$ cat config.mk
export PLATFORM = sky130hd
export DESIGN_NAME = tmr_timer16
export DESIGN_NICKNAME = d
export VERILOG_FILES = /design/src/rtl/tmr_pkg.sv /design/src/rtl/tmr_prescaler.sv /design/src/rtl/tmr_timer16.sv
export VERILOG_INCLUDE_DIRS = /design/src /design/src/rtl
export SDC_FILE = /design/constraint.sdc
export NUM_CORES = 1
export LEC_CHECK = 0
export ABC_AREA = 0
export BUFFER_PORTS_ARGS = -buffer_cell sky130_fd_sc_hd__buf_2
export CAP_MARGIN = 25
export CORE_ASPECT_RATIO = 1.4
export CORE_UTILIZATION = 25
export DETAILED_ROUTE_END_ITERATION = 16
export HOLD_SLACK_MARGIN = 0.12
export PLACE_DENSITY = 0.4
export RECOVER_POWER = 100
export SLEW_MARGIN = 20
export SYNTH_ARGS = -nofsm -noshare
export SYNTH_HDL_FRONTEND = slang
export SYNTH_SLANG_ARGS = --single-unit
$ cat constraint.sdc
create_clock -name clk_sys -period 8.4 [get_ports clk_sys]
set_input_delay 0 -clock clk_sys [delete_from_list [all_inputs] [get_ports clk_sys]]
set_output_delay 0 -clock clk_sys [all_outputs]
set_load 0.05 [all_outputs]
$ cat src/rtl/tmr_regs.svh
`ifndef TMR_REGS_SVH
`define TMR_REGS_SVH

// I/O register addresses (6-bit I/O space)
`define TMR_ADDR_CNT_L 6'h00
`define TMR_ADDR_CNT_H 6'h01
`define TMR_ADDR_CMPA_L 6'h02
`define TMR_ADDR_CMPA_H 6'h03
`define TMR_ADDR_CMPB_L 6'h04
`define TMR_ADDR_CMPB_H 6'h05
`define TMR_ADDR_CAP_L 6'h06
`define TMR_ADDR_CAP_H 6'h07
`define TMR_ADDR_CTRL_A 6'h08
`define TMR_ADDR_CTRL_B 6'h09
`define TMR_ADDR_FLAG 6'h0A
`define TMR_ADDR_MASK 6'h0B
`define TMR_ADDR_SFIO 6'h0C

// Field positions
`define TMR_SFIO_PSR_BIT 0
`define TMR_CTRLB_CS_MSB 2
`define TMR_CTRLB_CS_LSB 0
`define TMR_CTRLB_WGM_MSB 4
`define TMR_CTRLB_WGM_LSB 3
`define TMR_CTRLB_EDGE_BIT 6
`define TMR_CTRLB_FILT_BIT 7
`define TMR_CTRLA_WGM_MSB 1
`define TMR_CTRLA_WGM_LSB 0
`define TMR_CTRLA_COMB_MSB 5
`define TMR_CTRLA_COMB_LSB 4
`define TMR_CTRLA_COMA_MSB 7
`define TMR_CTRLA_COMA_LSB 6
`define TMR_FLAG_OVF 0
`define TMR_FLAG_CMPB 1
`define TMR_FLAG_CMPA 2
`define TMR_FLAG_CAP 3

// Reset values
`define TMR_REG8_RESET 8'h00
`define TMR_REG16_RESET 16'h0000
`define TMR_FLAGS_RESET 4'h0

// Counter landmarks
`define TMR_BOTTOM 16'h0000
`define TMR_MAX 16'hFFFF
`define TMR_TOP_8BIT 16'h00FF
`define TMR_TOP_9BIT 16'h01FF
`define TMR_TOP_10BIT 16'h03FF

// Timing counts
`define TMR_PRESC_WIDTH 10
`define TMR_DIV8_LAST 3'h7
`define TMR_DIV64_LAST 6'h3F
`define TMR_DIV256_LAST 8'hFF
`define TMR_DIV1024_LAST 10'h3FF
`define TMR_FILTER_LEN 4

`endif

$ cat src/rtl/tmr_pkg.sv
package tmr_pkg;

  typedef struct packed {
    logic wr;
    logic rd;
    logic [5:0] addr;
    logic [7:0] wdata;
  } tmr_io_req_type;

  typedef struct packed {
    logic div1024;
    logic div256;
    logic div64;
    logic div8;
  } tmr_taps_type;

  typedef enum logic [2:0] {
    TMR_CS_OFF = 3'h0,
    TMR_CS_SYS = 3'h1,
    TMR_CS_DIV8 = 3'h2,
    TMR_CS_DIV64 = 3'h3,
    TMR_CS_DIV256 = 3'h4,
    TMR_CS_DIV1024 = 3'h5,
    TMR_CS_EXT_FALL = 3'h6,
    TMR_CS_EXT_RISE = 3'h7
  } tmr_clksel_type;

  typedef enum logic [3:0] {
    TMR_WGM_NORMAL = 4'h0,
    TMR_WGM_CTC_A = 4'h4,
    TMR_WGM_FAST8 = 4'h5,
    TMR_WGM_FAST9 = 4'h6,
    TMR_WGM_FAST10 = 4'h7,
    TMR_WGM_CTC_CAP = 4'hC,
    TMR_WGM_FAST_CAP = 4'hE,
    TMR_WGM_FAST_A = 4'hF
  } tmr_wgm_type;

endpackage

$ cat src/rtl/tmr_prescaler.sv
`timescale 1ns/10ps
`default_nettype none
`include "tmr_regs.svh"

module tmr_prescaler (
  input wire logic clk_sys,
  input wire logic resetn,
  input wire logic clear,
  output tmr_pkg::tmr_taps_type taps
);

  logic [`TMR_PRESC_WIDTH-1:0] count;
  logic [`TMR_PRESC_WIDTH-1:0] next_count;

  // Free running, ignores clock select; only clear restarts it
  always_comb begin
    if (clear) begin
      next_count = '0;
    end else begin
      next_count = count + `TMR_PRESC_WIDTH'(1);
    end
  end

  always_ff @(posedge clk_sys or negedge resetn) begin
    if (!resetn) begin
      count <= '0;
    end else begin
      count <= next_count;
    end
  end

  // Taps fire on the last cycle of each period, so a cleared divider gives a full period
  assign taps.div8 = (count[2:0] == `TMR_DIV8_LAST);
  assign taps.div64 = (count[5:0] == `TMR_DIV64_LAST);
  assign taps.div256 = (count[7:0] == `TMR_DIV256_LAST);
  assign taps.div1024 = (count == `TMR_DIV1024_LAST);

endmodule

`default_nettype wire

$ cat src/rtl/tmr_timer16.sv
// Overview of operation
// - Writing one to prescaler reset bit resets the shared prescaler.
// - Prescaler reset bit clears itself once the reset is done.
// - Writing zero to that bit does nothing; it always reads zero.
// - Prescaler reset changes tick timing of this timer and of the prescale_taps output.
// - Counter, compares, capture are 16 bits; control registers 8 bits, unrestricted.
// - Four interrupt flags in one flag register, each gated by mask bit.
// - Clock select picks prescaled or external edge source; none means idle.
// - Double-buffered compare registers compared continuously; match drives output pin.
// - Compare match on A or B sets that channel's flag.
// - Selected capture edge stores counter into capture register, optional filter.
// - Counter signals BOTTOM at 0x0000 and MAX at 0xFFFF.
// - TOP is 0x00FF, 0x01FF, 0x03FF, compare A or capture per mode.
// - Compare A as PWM TOP drives no PWM output and stays double buffered.
// - All 16-bit registers share one 8-bit high-byte holding register.
// - Low-byte write loads holding byte and written byte together.
// - Counter and capture low-byte reads copy high byte to holding; their high reads return holding.
// - Compare high-byte reads return the register directly, not holding.
// - Prescaled taps come from free-running prescaler; first tick within N+1.
`timescale 1ns/10ps
`default_nettype none
`include "tmr_regs.svh"

module tmr_timer16 (
  input wire logic clk_sys,
  input wire logic resetn,
  input wire tmr_pkg::tmr_io_req_type io_req,
  output logic [7:0] io_rdata,
  input wire logic ext_count_pin,
  input wire logic capture_input_pin,
  input wire logic comparator_out,
  input wire logic capture_from_comparator,
  input wire logic [3:0] irq_ack,
  output logic [3:0] irq_req,
  output logic compare_output_pin_a,
  output logic compare_output_pin_b,
  output tmr_pkg::tmr_taps_type prescale_taps,
  output logic at_bottom,
  output logic at_max,
  output logic at_top
);

  function automatic logic is_pwm(input logic [3:0] wgm);
    case (wgm)
      tmr_pkg::TMR_WGM_FAST8, tmr_pkg::TMR_WGM_FAST9, tmr_pkg::TMR_WGM_FAST10,
      tmr_pkg::TMR_WGM_FAST_CAP, tmr_pkg::TMR_WGM_FAST_A: is_pwm = 1'b1;
      default: is_pwm = 1'b0;
    endcase
  endfunction

  function automatic logic [15:0] top_of(input logic [3:0] wgm, input logic [15:0] cmpa,
                                         input logic [15:0] cap);
    case (wgm)
      tmr_pkg::TMR_WGM_FAST8: top_of = `TMR_TOP_8BIT;
      tmr_pkg::TMR_WGM_FAST9: top_of = `TMR_TOP_9BIT;
      tmr_pkg::TMR_WGM_FAST10: top_of = `TMR_TOP_10BIT;
      tmr_pkg::TMR_WGM_CTC_A, tmr_pkg::TMR_WGM_FAST_A: top_of = cmpa;
      tmr_pkg::TMR_WGM_CTC_CAP, tmr_pkg::TMR_WGM_FAST_CAP: top_of = cap;
      default: top_of = `TMR_MAX;
    endcase
  endfunction

  // Register state
  logic [15:0] counter_value;
  logic [15:0] compare_buf_a;
  logic [15:0] compare_reg_a;
  logic [15:0] compare_buf_b;
  logic [15:0] compare_reg_b;
  logic [15:0] capture_register;
  logic [7:0] hold_high;
  logic [7:0] timer_ctrl_a;
  logic [7:0] timer_ctrl_b;
  logic [3:0] timer_flag_reg;
  logic [3:0] timer_mask_reg;
  logic pin_a;
  logic pin_b;
  logic [7:0] rdata;
  logic psr_pulse;
  logic [15:0] next_counter_value;
  logic [15:0] next_compare_buf_a;
  logic [15:0] next_compare_reg_a;
  logic [15:0] next_compare_buf_b;
  logic [15:0] next_compare_reg_b;
  logic [15:0] next_capture_register;
  logic [7:0] next_hold_high;
  logic [7:0] next_timer_ctrl_a;
  logic [7:0] next_timer_ctrl_b;
  logic [3:0] next_timer_flag_reg;
  logic [3:0] next_timer_mask_reg;
  logic next_pin_a;
  logic next_pin_b;
  logic [7:0] next_rdata;
  logic next_psr_pulse;

  // Input sampling state
  logic ext_s1;
  logic ext_s2;
  logic ext_d;
  logic cap_s1;
  logic cap_s2;
  logic [`TMR_FILTER_LEN-1:0] cap_hist;
  logic cap_lvl;
  logic cap_prev;
  logic next_cap_lvl;
  logic [`TMR_FILTER_LEN-1:0] next_cap_hist;

  // Decoded controls
  logic [2:0] clk_sel;
  logic [3:0] wgm;
  logic [1:0] com_a;
  logic [1:0] com_b;
  logic pwm;
  logic [15:0] top;
  logic tick;
  logic wrap;
  logic match_a;
  logic match_b;
  logic cap_event;
  logic [3:0] flag_set;
  logic [3:0] flag_clr;

  tmr_prescaler u_prescaler (
    .clk_sys(clk_sys),
    .resetn(resetn),
    .clear(psr_pulse),
    .taps(prescale_taps)
  );

  assign clk_sel = timer_ctrl_b[`TMR_CTRLB_CS_MSB:`TMR_CTRLB_CS_LSB];
  assign wgm = {timer_ctrl_b[`TMR_CTRLB_WGM_MSB:`TMR_CTRLB_WGM_LSB],
                timer_ctrl_a[`TMR_CTRLA_WGM_MSB:`TMR_CTRLA_WGM_LSB]};
  assign com_a = timer_ctrl_a[`TMR_CTRLA_COMA_MSB:`TMR_CTRLA_COMA_LSB];
  assign com_b = timer_ctrl_a[`TMR_CTRLA_COMB_MSB:`TMR_CTRLA_COMB_LSB];
  assign pwm = is_pwm(wgm);
  assign top = top_of(wgm, compare_reg_a, capture_register);

  always_comb begin
    case (clk_sel)
      tmr_pkg::TMR_CS_OFF: tick = 1'b0;
      tmr_pkg::TMR_CS_SYS: tick = 1'b1;
      tmr_pkg::TMR_CS_DIV8: tick = prescale_taps.div8;
      tmr_pkg::TMR_CS_DIV64: tick = prescale_taps.div64;
      tmr_pkg::TMR_CS_DIV256: tick = prescale_taps.div256;
      tmr_pkg::TMR_CS_DIV1024: tick = prescale_taps.div1024;
      tmr_pkg::TMR_CS_EXT_FALL: tick = ext_d & ~ext_s2;
      tmr_pkg::TMR_CS_EXT_RISE: tick = ext_s2 & ~ext_d;
      default: tick = 1'b0;
    endcase
  end

  assign at_bottom = (counter_value == `TMR_BOTTOM);
  assign at_max = (counter_value == `TMR_MAX);
  assign at_top = (counter_value == top);
  assign wrap = tick & at_top;
  assign match_a = tick & (counter_value == compare_reg_a);
  assign match_b = tick & (counter_value == compare_reg_b);

  // Capture source: filter needs a stable run of samples before the level moves
  always_comb begin
    next_cap_hist = {cap_hist[`TMR_FILTER_LEN-2:0], cap_s2};
    next_cap_lvl = cap_lvl;
    if (!timer_ctrl_b[`TMR_CTRLB_FILT_BIT]) begin
      next_cap_lvl = cap_s2;
    end else if (&next_cap_hist) begin
      next_cap_lvl = 1'b1;
    end else if (~|next_cap_hist) begin
      next_cap_lvl = 1'b0;
    end
  end

  assign cap_event = timer_ctrl_b[`TMR_CTRLB_EDGE_BIT] ? (cap_lvl & ~cap_prev) : (~cap_lvl & cap_prev);

  always_ff @(posedge clk_sys or negedge resetn) begin
    if (!resetn) begin
      ext_s1 <= 1'b0;
      ext_s2 <= 1'b0;
      ext_d <= 1'b0;
      cap_s1 <= 1'b0;
      cap_s2 <= 1'b0;
      cap_hist <= '0;
      cap_lvl <= 1'b0;
      cap_prev <= 1'b0;
    end else begin
      ext_s1 <= ext_count_pin;
      ext_s2 <= ext_s1;
      ext_d <= ext_s2;
      cap_s1 <= capture_from_comparator ? comparator_out : capture_input_pin;
      cap_s2 <= cap_s1;
      cap_hist <= next_cap_hist;
      cap_lvl <= next_cap_lvl;
      cap_prev <= cap_lvl;
    end
  end

  always_comb begin
    flag_set = '0;
    flag_set[`TMR_FLAG_OVF] = pwm ? wrap : (tick & at_max);
    flag_set[`TMR_FLAG_CMPA] = match_a;
    flag_set[`TMR_FLAG_CMPB] = match_b;
    flag_set[`TMR_FLAG_CAP] = cap_event;
    flag_clr = irq_ack;
    if (io_req.wr && io_req.addr == `TMR_ADDR_FLAG) begin
      flag_clr = flag_clr | io_req.wdata[3:0];
    end
  end

  always_comb begin
    next_counter_value = counter_value;
    next_compare_buf_a = compare_buf_a;
    next_compare_reg_a = compare_reg_a;
    next_compare_buf_b = compare_buf_b;
    next_compare_reg_b = compare_reg_b;
    next_capture_register = capture_register;
    next_hold_high = hold_high;
    next_timer_ctrl_a = timer_ctrl_a;
    next_timer_ctrl_b = timer_ctrl_b;
    next_timer_mask_reg = timer_mask_reg;
    next_pin_a = pin_a;
    next_pin_b = pin_b;
    next_rdata = `TMR_REG8_RESET;
    next_psr_pulse = 1'b0;
    // Set wins over clear so an event in the clearing cycle is kept
    next_timer_flag_reg = (timer_flag_reg & ~flag_clr) | flag_set;
    if (tick) begin
      next_counter_value = at_top ? `TMR_BOTTOM : counter_value + 16'h0001;
    end
    // Buffered compare values take effect at the wrap in PWM modes only
    if (!pwm || wrap) begin
      next_compare_reg_a = compare_buf_a;
      next_compare_reg_b = compare_buf_b;
    end
    if (cap_event) begin
      next_capture_register = counter_value;
    end
    if (pwm) begin
      if (wgm != tmr_pkg::TMR_WGM_FAST_A && com_a[1]) begin
        if (match_a) next_pin_a = com_a[0];
        else if (wrap) next_pin_a = ~com_a[0];
      end
      if (com_b[1]) begin
        if (match_b) next_pin_b = com_b[0];
        else if (wrap) next_pin_b = ~com_b[0];
      end
    end else begin
      if (match_a) begin
        case (com_a)
          2'h1: next_pin_a = ~pin_a;
          2'h2: next_pin_a = 1'b0;
          2'h3: next_pin_a = 1'b1;
          default: next_pin_a = pin_a;
        endcase
      end
      if (match_b) begin
        case (com_b)
          2'h1: next_pin_b = ~pin_b;
          2'h2: next_pin_b = 1'b0;
          2'h3: next_pin_b = 1'b1;
          default: next_pin_b = pin_b;
        endcase
      end
    end
    // CPU writes override counting
    if (io_req.wr) begin
      case (io_req.addr)
        `TMR_ADDR_CNT_H, `TMR_ADDR_CMPA_H, `TMR_ADDR_CMPB_H, `TMR_ADDR_CAP_H: next_hold_high = io_req.wdata;
        `TMR_ADDR_CNT_L: next_counter_value = {hold_high, io_req.wdata};
        `TMR_ADDR_CMPA_L: next_compare_buf_a = {hold_high, io_req.wdata};
        `TMR_ADDR_CMPB_L: next_compare_buf_b = {hold_high, io_req.wdata};
        `TMR_ADDR_CAP_L: begin
          // Only meaningful when the capture register sets TOP
          if (wgm == tmr_pkg::TMR_WGM_CTC_CAP || wgm == tmr_pkg::TMR_WGM_FAST_CAP) begin
            next_capture_register = {hold_high, io_req.wdata};
          end
        end
        `TMR_ADDR_CTRL_A: next_timer_ctrl_a = io_req.wdata;
        `TMR_ADDR_CTRL_B: next_timer_ctrl_b = io_req.wdata;
        `TMR_ADDR_MASK: next_timer_mask_reg = io_req.wdata[3:0];
        `TMR_ADDR_SFIO: next_psr_pulse = io_req.wdata[`TMR_SFIO_PSR_BIT];
        default: next_hold_high = next_hold_high;
      endcase
    end
    if (io_req.rd) begin
      case (io_req.addr)
        `TMR_ADDR_CNT_L: begin
          next_rdata = counter_value[7:0];
          next_hold_high = counter_value[15:8];
        end
        `TMR_ADDR_CAP_L: begin
          next_rdata = capture_register[7:0];
          next_hold_high = capture_register[15:8];
        end
        `TMR_ADDR_CNT_H, `TMR_ADDR_CAP_H: next_rdata = hold_high;
        `TMR_ADDR_CMPA_L: next_rdata = compare_buf_a[7:0];
        `TMR_ADDR_CMPA_H: next_rdata = compare_buf_a[15:8];
        `TMR_ADDR_CMPB_L: next_rdata = compare_buf_b[7:0];
        `TMR_ADDR_CMPB_H: next_rdata = compare_buf_b[15:8];
        `TMR_ADDR_CTRL_A: next_rdata = timer_ctrl_a;
        `TMR_ADDR_CTRL_B: next_rdata = timer_ctrl_b;
        `TMR_ADDR_FLAG: next_rdata = {4'h0, timer_flag_reg};
        `TMR_ADDR_MASK: next_rdata = {4'h0, timer_mask_reg};
        `TMR_ADDR_SFIO: next_rdata = `TMR_REG8_RESET;
        default: next_rdata = `TMR_REG8_RESET;
      endcase
    end
  end

  always_ff @(posedge clk_sys or negedge resetn) begin
    if (!resetn) begin
      counter_value <= `TMR_REG16_RESET;
      compare_buf_a <= `TMR_REG16_RESET;
      compare_reg_a <= `TMR_REG16_RESET;
      compare_buf_b <= `TMR_REG16_RESET;
      compare_reg_b <= `TMR_REG16_RESET;
      capture_register <= `TMR_REG16_RESET;
      hold_high <= `TMR_REG8_RESET;
      timer_ctrl_a <= `TMR_REG8_RESET;
      timer_ctrl_b <= `TMR_REG8_RESET;
      timer_flag_reg <= `TMR_FLAGS_RESET;
      timer_mask_reg <= `TMR_FLAGS_RESET;
      pin_a <= 1'b0;
      pin_b <= 1'b0;
      rdata <= `TMR_REG8_RESET;
      psr_pulse <= 1'b0;
    end else begin
      counter_value <= next_counter_value;
      compare_buf_a <= next_compare_buf_a;
      compare_reg_a <= next_compare_reg_a;
      compare_buf_b <= next_compare_buf_b;
      compare_reg_b <= next_compare_reg_b;
      capture_register <= next_capture_register;
      hold_high <= next_hold_high;
      timer_ctrl_a <= next_timer_ctrl_a;
      timer_ctrl_b <= next_timer_ctrl_b;
      timer_flag_reg <= next_timer_flag_reg;
      timer_mask_reg <= next_timer_mask_reg;
      pin_a <= next_pin_a;
      pin_b <= next_pin_b;
      rdata <= next_rdata;
      psr_pulse <= next_psr_pulse;
    end
  end

  assign io_rdata = rdata;
  assign irq_req = timer_flag_reg & timer_mask_reg;
  assign compare_output_pin_a = pin_a;
  assign compare_output_pin_b = pin_b;

endmodule

`default_nettype wire

==> results of run 1 <==
==> final cells by class <==
class                           count  area (um^2)
Inverter                           24         90.1
Timing Repair Buffer               84          502
Clock buffer                       18          429
Multi-Input combinational cell    607         4400
Tap cell                          456          571
Sequential cell                   159         3980
Fill cell                        3742        24700
Clock inverter                     14          178
==> metrics by stage <==
stage | cells | instance area (um^2) | setup slack (ns) | power [mW]
final | 1362 | 10200 | 3.25 | 2.85
after CTS | 1361 | 10400 | 4.28 | 2.91
after global routing | 1362 | 10200 | 2.85 | 3.00
after detailed placement | 1305 | 9500 | 4.31 | 2.05
after floorplan | 848 | 8830 | 5.62 | 1.71
after global placement | 1303 | 9460 | 4.34 | 2.05
==> cell families after synthesis <==
| kind of cell | synth area share [%] |
|---|---|
| adders and majority gates | 0.709 |
| DFF | 45.1 |
| muxes | 16.8 |
| xor gates and xnor gates | 5.56 |
| buffers and inverters | 4.00 |
| and+or+nand+nor | 14.7 |
| AOI/OAI and AO/OA | 13.2 |
==> worst max-delay path, stage by stage, from the launching register on <==
cell	delay, ns
dfrtp_1	1.00
nand2b_1	0.45
o32ai_1	0.23
nor3_1	0.21
and4b_1	0.22
o31a_1	0.26
and4_1	0.48
nor2_4	0.19
clkbuf_1	1.53
mux2_2	0.45
==> cells in the final DEF, fill, tap and decap left out, types with 4 or more instances in the layout <==
cell / instances
dlygate4sd3_1: 23
o32ai_1: 4
nand4_1: 14
nand2_1: 64
a22o_1: 8
o211a_1: 4
a222oi_1: 5
xor2_1: 22
clkbuf_16: 17
ha_1: 5
nand4b_1: 7
a21oi_1: 36
buf_2: 22
buf_4: 4
nor3_1: 8
a221oi_1: 8
dfrtp_1: 159
inv_6: 6
nor4_1: 10
or3_1: 5
a22oi_1: 10
nor3b_1: 4
mux2i_1: 41
nor2b_1: 15
o21ai_0: 41
a31oi_1: 11
nand3_1: 25
xnor2_1: 34
and2_1: 7
mux2_1: 29
mux2_2: 55
clkbuf_1: 36
nand2b_1: 5
inv_1: 24
nor2_1: 55
o31ai_1: 13
==> layer usage <==
layer / track usage, % / wire length (um)
met1: 21.8 / 13300
met2: 32.7 / 17000
met3: 3.21 / 1020
met4: 9.68 / 1210
met5: 0 / 0
==> worst paths after layout <==
path / from / to / depth (start not counted)
min in group asynchronous: resetn / compare_buf_a[13]$_DFFE_PN0P_ / 3
max in group asynchronous: resetn / counter_value[2]$_DFF_PN0_ / 3
worst min-delay path: io_req[12] / io_rdata[5]$_DFF_PN0_ / 6
worst max register to register: timer_ctrl_a[0]$_DFFE_PN0P_ / compare_reg_b[0]$_DFFE_PN0P_ / 9
worst max-delay path: timer_ctrl_a[0]$_DFFE_PN0P_ / compare_reg_b[0]$_DFFE_PN0P_ / 9
worst min register to register: ext_s1$_DFF_PN0_ / ext_s2$_DFF_PN0_ / 0
==> report_power, final <==
group	total [mW]	internal, mW	switching [mW]
clock network	0.827	0.474	0.353
registers	1.32	0.934	0.385
logic	0.702	0.334	0.367
total	2.85	1.74	1.11
==> flow_metrics.py, run 1 <==
metrics = {
    "worst_setup_path": {
        "cp.arrival_ns": 5.48,
        "required_ns": 8.73,
        "r2r_slack_ns": 3.25,
        "end_kind": "flop",
        "path_class": "reg -> reg",
        "critPathLaunchType": "flop",
        "worstPathMaxFanout": 32,
    },
    "global_routing": {
        "grt_max_degree": 63,
        "first_global_vias": 6959,
        "track_usage_pct": 18.7,
        "antenna_found_initial": 1,
        "grt_pass1_wl_mm": 48.2,
        "grt-ovfl-total": 0,
    },
    "clocking": {
        "cts_tree": "done",
        "clk_pin_slew_ns": 0.07,
        "ctsHoldBuffers": 24,
        "insertion_delay_ns": 0.45,
        "clock-sinks": 159,
        "cts-resized-gates": 0,
        "cts_root_buf": "clkbuf_16",
        "cts_max_level": 4,
        "postCtsSetupRepairBufs": 0,
        "clock_path_buffers": 2,
        "numCtsBuffers": 17,
    },
    "logic_synthesis": {
        "ys.flop_type": "dfrtp_1",
        "synth_cell_types": 69,
        "synthArstFlopShare_pct": 100,
        "synth_top_area_share_pct": 45.1,
        "synth-seq-cells": 159,
        "synth_cells": 848,
        "syn-cell-area_um2": 8830,
        "synth_nets": 879,
        "netlist_top_cells_area": "dfrtp_1, mux2_2, mux2_4, mux2i_1, xnor2_1",
        "synth-edff-count": 0,
        "ys.warnings.count": 0,
        "yosysSeqAreaShare_pct": 45.1,
        "avgSynthCellArea_um2": 10.4,
        "yosysTopAreaCell": "dfrtp_1",
        "yosysMostFrequentCell": "dfrtp_1",
        "synth.top_cells.by_count": "dfrtp_1, nand2_1, mux2_2, nor2_1",
    },
    "hold_path": {
        "min_path_type": "in -> reg",
    },
    "placement": {
        "io_buffers": 46,
        "dp_hpwl_mm": 23.6,
        "place_congestion": 0.834,
    },
    "timing": {
        "worst_pin_slew_ns": 3.69,
        "setup_viol": 0,
        "slew_headroom_pct": -146,
        "hold_slack_ns": 0.126,
        "setup_tns_ns": 0,
        "finalCritPeriodShare_pct": 61.3,
        "hold_violations": 0,
        "timing.fmax_ghz": 0.194,
        "period_minus_slack_ns": 5.15,
        "fin_worst_skew_ns": 0.0105,
        "maxSlewViolCount": 195,
        "rsz0062_at_grt": "no",
    },
    "die": {
        "die-area_um2": 36100,
        "fp.coreArea_um2": 34900,
        "initial_utilization_pct": 25.3,
        "die_height_um": 224,
        "io_pins": 47,
        "rows": 81,
        "die_x_um": 161,
    },
    "route": {
        "drt_iter0_markers": 497,
        "vias": 6853,
        "drt-wirelength-per-cell_um": 23.9,
        "vias_per_cell": 5.03,
        "drcViolationCount": 0,
        "ant_nets": 0,
        "wl_mm": 32.5,
        "firstDrtPassIters": 5,
    },
    "layout": {
        "drive_above_1_share_pct": 14.2,
        "final_nets": 924,
        "antenna_cells": 0,
        "postLayoutCoreUtil_pct": 29.1,
        "syn2layout_area_growth_pct": 15.0,
    },
    "pwr": {
        "power.leakage_nw": 4.33,
        "power_density_nw_per_um2": 281,
        "peakVddDrop_v": 0.000168,
    },
    "outcome": {
        "violations": "max-capacitance violations, max-slew violations",
        "outcome": "finished with violations",
    },
    "flow_run": {
        "drv_cap": 4,
    },
}
No activity file was read; power rests on OpenSTA's default activity.
==> inputs of run 2 (changes only) <==
==> constraint.sdc (replaced) <==
create_clock -name clk_sys -period 5.07 [get_ports clk_sys]
set_input_delay 0 -clock clk_sys [delete_from_list [all_inputs] [get_ports clk_sys]]
set_output_delay 0 -clock clk_sys [all_outputs]
set_load 0.05 [all_outputs]
==> flow_metrics.py, run 2 (synthesis results as in run 1) <==
metrics = {
    "die": {
        "initial_utilization_pct": 25.3,
        "die_height_um": 224,
        "fp.coreArea_um2": 34900,
        "die-area_um2": 36100,
        "rows": 81,
        "io_pins": 47,
        "die_x_um": 161,
    },
    "global_routing": {
        "track_usage_pct": 18.8,
        "grt-ovfl-total": 0,
        "grt_pass1_wl_mm": 48.6,
        "antenna_found_initial": 1,
        "grt_max_degree": 57,
        "first_global_vias": 7039,
    },
    "route": {
        "drt-wirelength-per-cell_um": 24.0,
        "drcViolationCount": 0,
        "vias": 6833,
        "ant_nets": 0,
        "wl_mm": 32.7,
        "drt_iter0_markers": 458,
        "firstDrtPassIters": 5,
        "vias_per_cell": 5.02,
    },
    "pwr": {
        "pwr-share-comb_pct": 24.7,
        "p_switching_mw": 1.84,
        "peakVddDrop_v": 0.000253,
        "clock_power_share_pct": 28.5,
        "swShare_pct": 39.3,
        "seqPwrFrac_pct": 46.8,
        "power.leakage_nw": 4.33,
        "power_density_nw_per_um2": 462,
        "p_int_mw": 2.85,
        "total_power_mw": 4.69,
    },
    "flow_run": {
        "drv_cap": 4,
    },
    "clocking": {
        "insertion_delay_ns": 0.45,
        "clk_pin_slew_ns": 0.07,
        "numCtsBuffers": 17,
        "clock_path_buffers": 2,
        "cts_root_buf": "clkbuf_16",
        "clock-sinks": 159,
        "postCtsSetupRepairBufs": 0,
        "ctsHoldBuffers": 26,
        "cts_tree": "done",
        "cts-resized-gates": 0,
        "cts_max_level": 4,
    },
    "hold_path": {
        "min_delay_path_depth": 6,
        "hold_path_end": "io_rdata[5]$_DFF_PN0_",
        "min_path_type": "in -> reg",
        "hp-start": "io_req[12]",
    },
    "worst_setup_path": {
        "r2r_end": "compare_output_pin_a$_DFFE_PN0P_",
        "worstRegToRegCells": 9,
        "r2r-start": "timer_ctrl_a[0]$_DFFE_PN0P_",
        "worstPathMaxFanout": 31,
        "max_stage_delay_ns": 0.98,
        "crit_path_top_delay_cell": "dfrtp_1",
        "cp_cell_sequence": "nor2b_1 > o21ai_0 > nand3_1 > xnor2_1 > nor4_1 > and4_1 > clkbuf_1 > o211a_1 > o211a_1",
        "cp.arrival_ns": 4.52,
        "required_ns": 5.46,
        "critPathLaunchType": "flop",
        "end_kind": "flop",
        "r2r_slack_ns": 0.93,
        "critPathMostFrequentCell": "o211a_1",
        "path_class": "reg -> reg",
    },
    "timing": {
        "hold_slack_ns": 0.141,
        "setup_viol": 0,
        "period_minus_slack_ns": 4.14,
        "fin_worst_skew_ns": 0.0122,
        "finalCritPeriodShare_pct": 81.6,
        "maxSlewViolCount": 172,
        "rsz0062_at_grt": "no",
        "hold_violations": 0,
        "worst_pin_slew_ns": 3.26,
        "setup_tns_ns": 0,
        "slew_headroom_pct": -117,
        "timing.fmax_ghz": 0.242,
    },
    "outcome": {
        "outcome": "finished with violations",
        "violations": "max-capacitance violations, max-slew violations",
    },
    "placement": {
        "dp_hpwl_mm": 23.8,
        "place_congestion": 0.832,
        "io_buffers": 46,
        "dp_cells": 1305,
    },
    "layout": {
        "antenna_cells": 0,
        "multi_input_comb_area_um2": 4400,
        "finalNonFillerCells": 1362,
        "n_fill_cell": 3716,
        "layout_common_cells": "dfrtp_1, nand2_1, nor2_1, mux2_2",
        "mostFrequentLayoutCell": "dfrtp_1",
        "drive_above_1_share_pct": 14.3,
        "final_nets": 925,
        "area.sequential_um2": 3980,
        "syn2layout_area_growth_pct": 15.0,
    },
}
[run 2: worst max path at each step]
stage,start,end,slack [ns],depth (start not counted)
global route,resetn,capture_register[5]$_DFF_PN0_,0.61,4
detailed placement,timer_ctrl_a[0]$_DFFE_PN0P_,compare_reg_b[0]$_DFFE_PN0P_,1.35,9
floorplan,timer_ctrl_a[1]$_DFFE_PN0P_,compare_reg_a[0]$_DFFE_PN0P_,2.29,12
global placement,timer_ctrl_a[0]$_DFFE_PN0P_,compare_reg_b[0]$_DFFE_PN0P_,1.43,9
CTS,timer_ctrl_a[0]$_DFFE_PN0P_,compare_reg_b[1]$_DFFE_PN0P_,1.33,9
finish,timer_ctrl_a[0]$_DFFE_PN0P_,compare_output_pin_a$_DFFE_PN0P_,0.93,9
[run 2: layer usage]
metal / up-vias / part of all wire [%] / track usage (%)
met2: 156 / 52 / 34.0
met4: 0 / 3.9 / 8.92
met3: 64 / 3.0 / 2.66
met1: 3445 / 41 / 21.8
li1: 3168 / - / -
met5: - / 0 / 0
[run 2: critical path: cells and delay by family, from the launching register on]
family,cells,cell delay (ns)
simple gates,4,1.64
buf+inv,1,0.78
flops,1,0.98
xor+xnor,1,0.10
compound gates,3,0.55
[run 2: per-stage QoR]
stage	instance area [um^2]	utilization, %	setup slack (ns)
floorplan	8830	-	2.29
global placement	9480	27.2	1.43
detailed placement	9480	27.2	1.35
CTS	10400	29.7	1.33
global route	10200	29.1	0.613
finish	10200	29.1	0.934
[run 2: power groups by stage]
stage	sequential [mW]	combinational, mW	clock [mW]
final	2.20	1.16	1.34
after global routing	2.24	1.29	1.42
after CTS	2.22	1.21	1.37
after detailed placement	2.24	1.18	0
after global placement	2.25	1.17	0
after floorplan	1.77	1.07	0
[run 2: area by class of cell]
cell class | count | area share [%]
clock buffers | 18 | 4.33
multi-input cells | 607 | 43.3
well taps | 456 | 5.62
clock inverters | 13 | 1.50
flip-flops and latches | 159 | 39.2
repair buffers | 85 | 5.15
inverters | 24 | 0.887
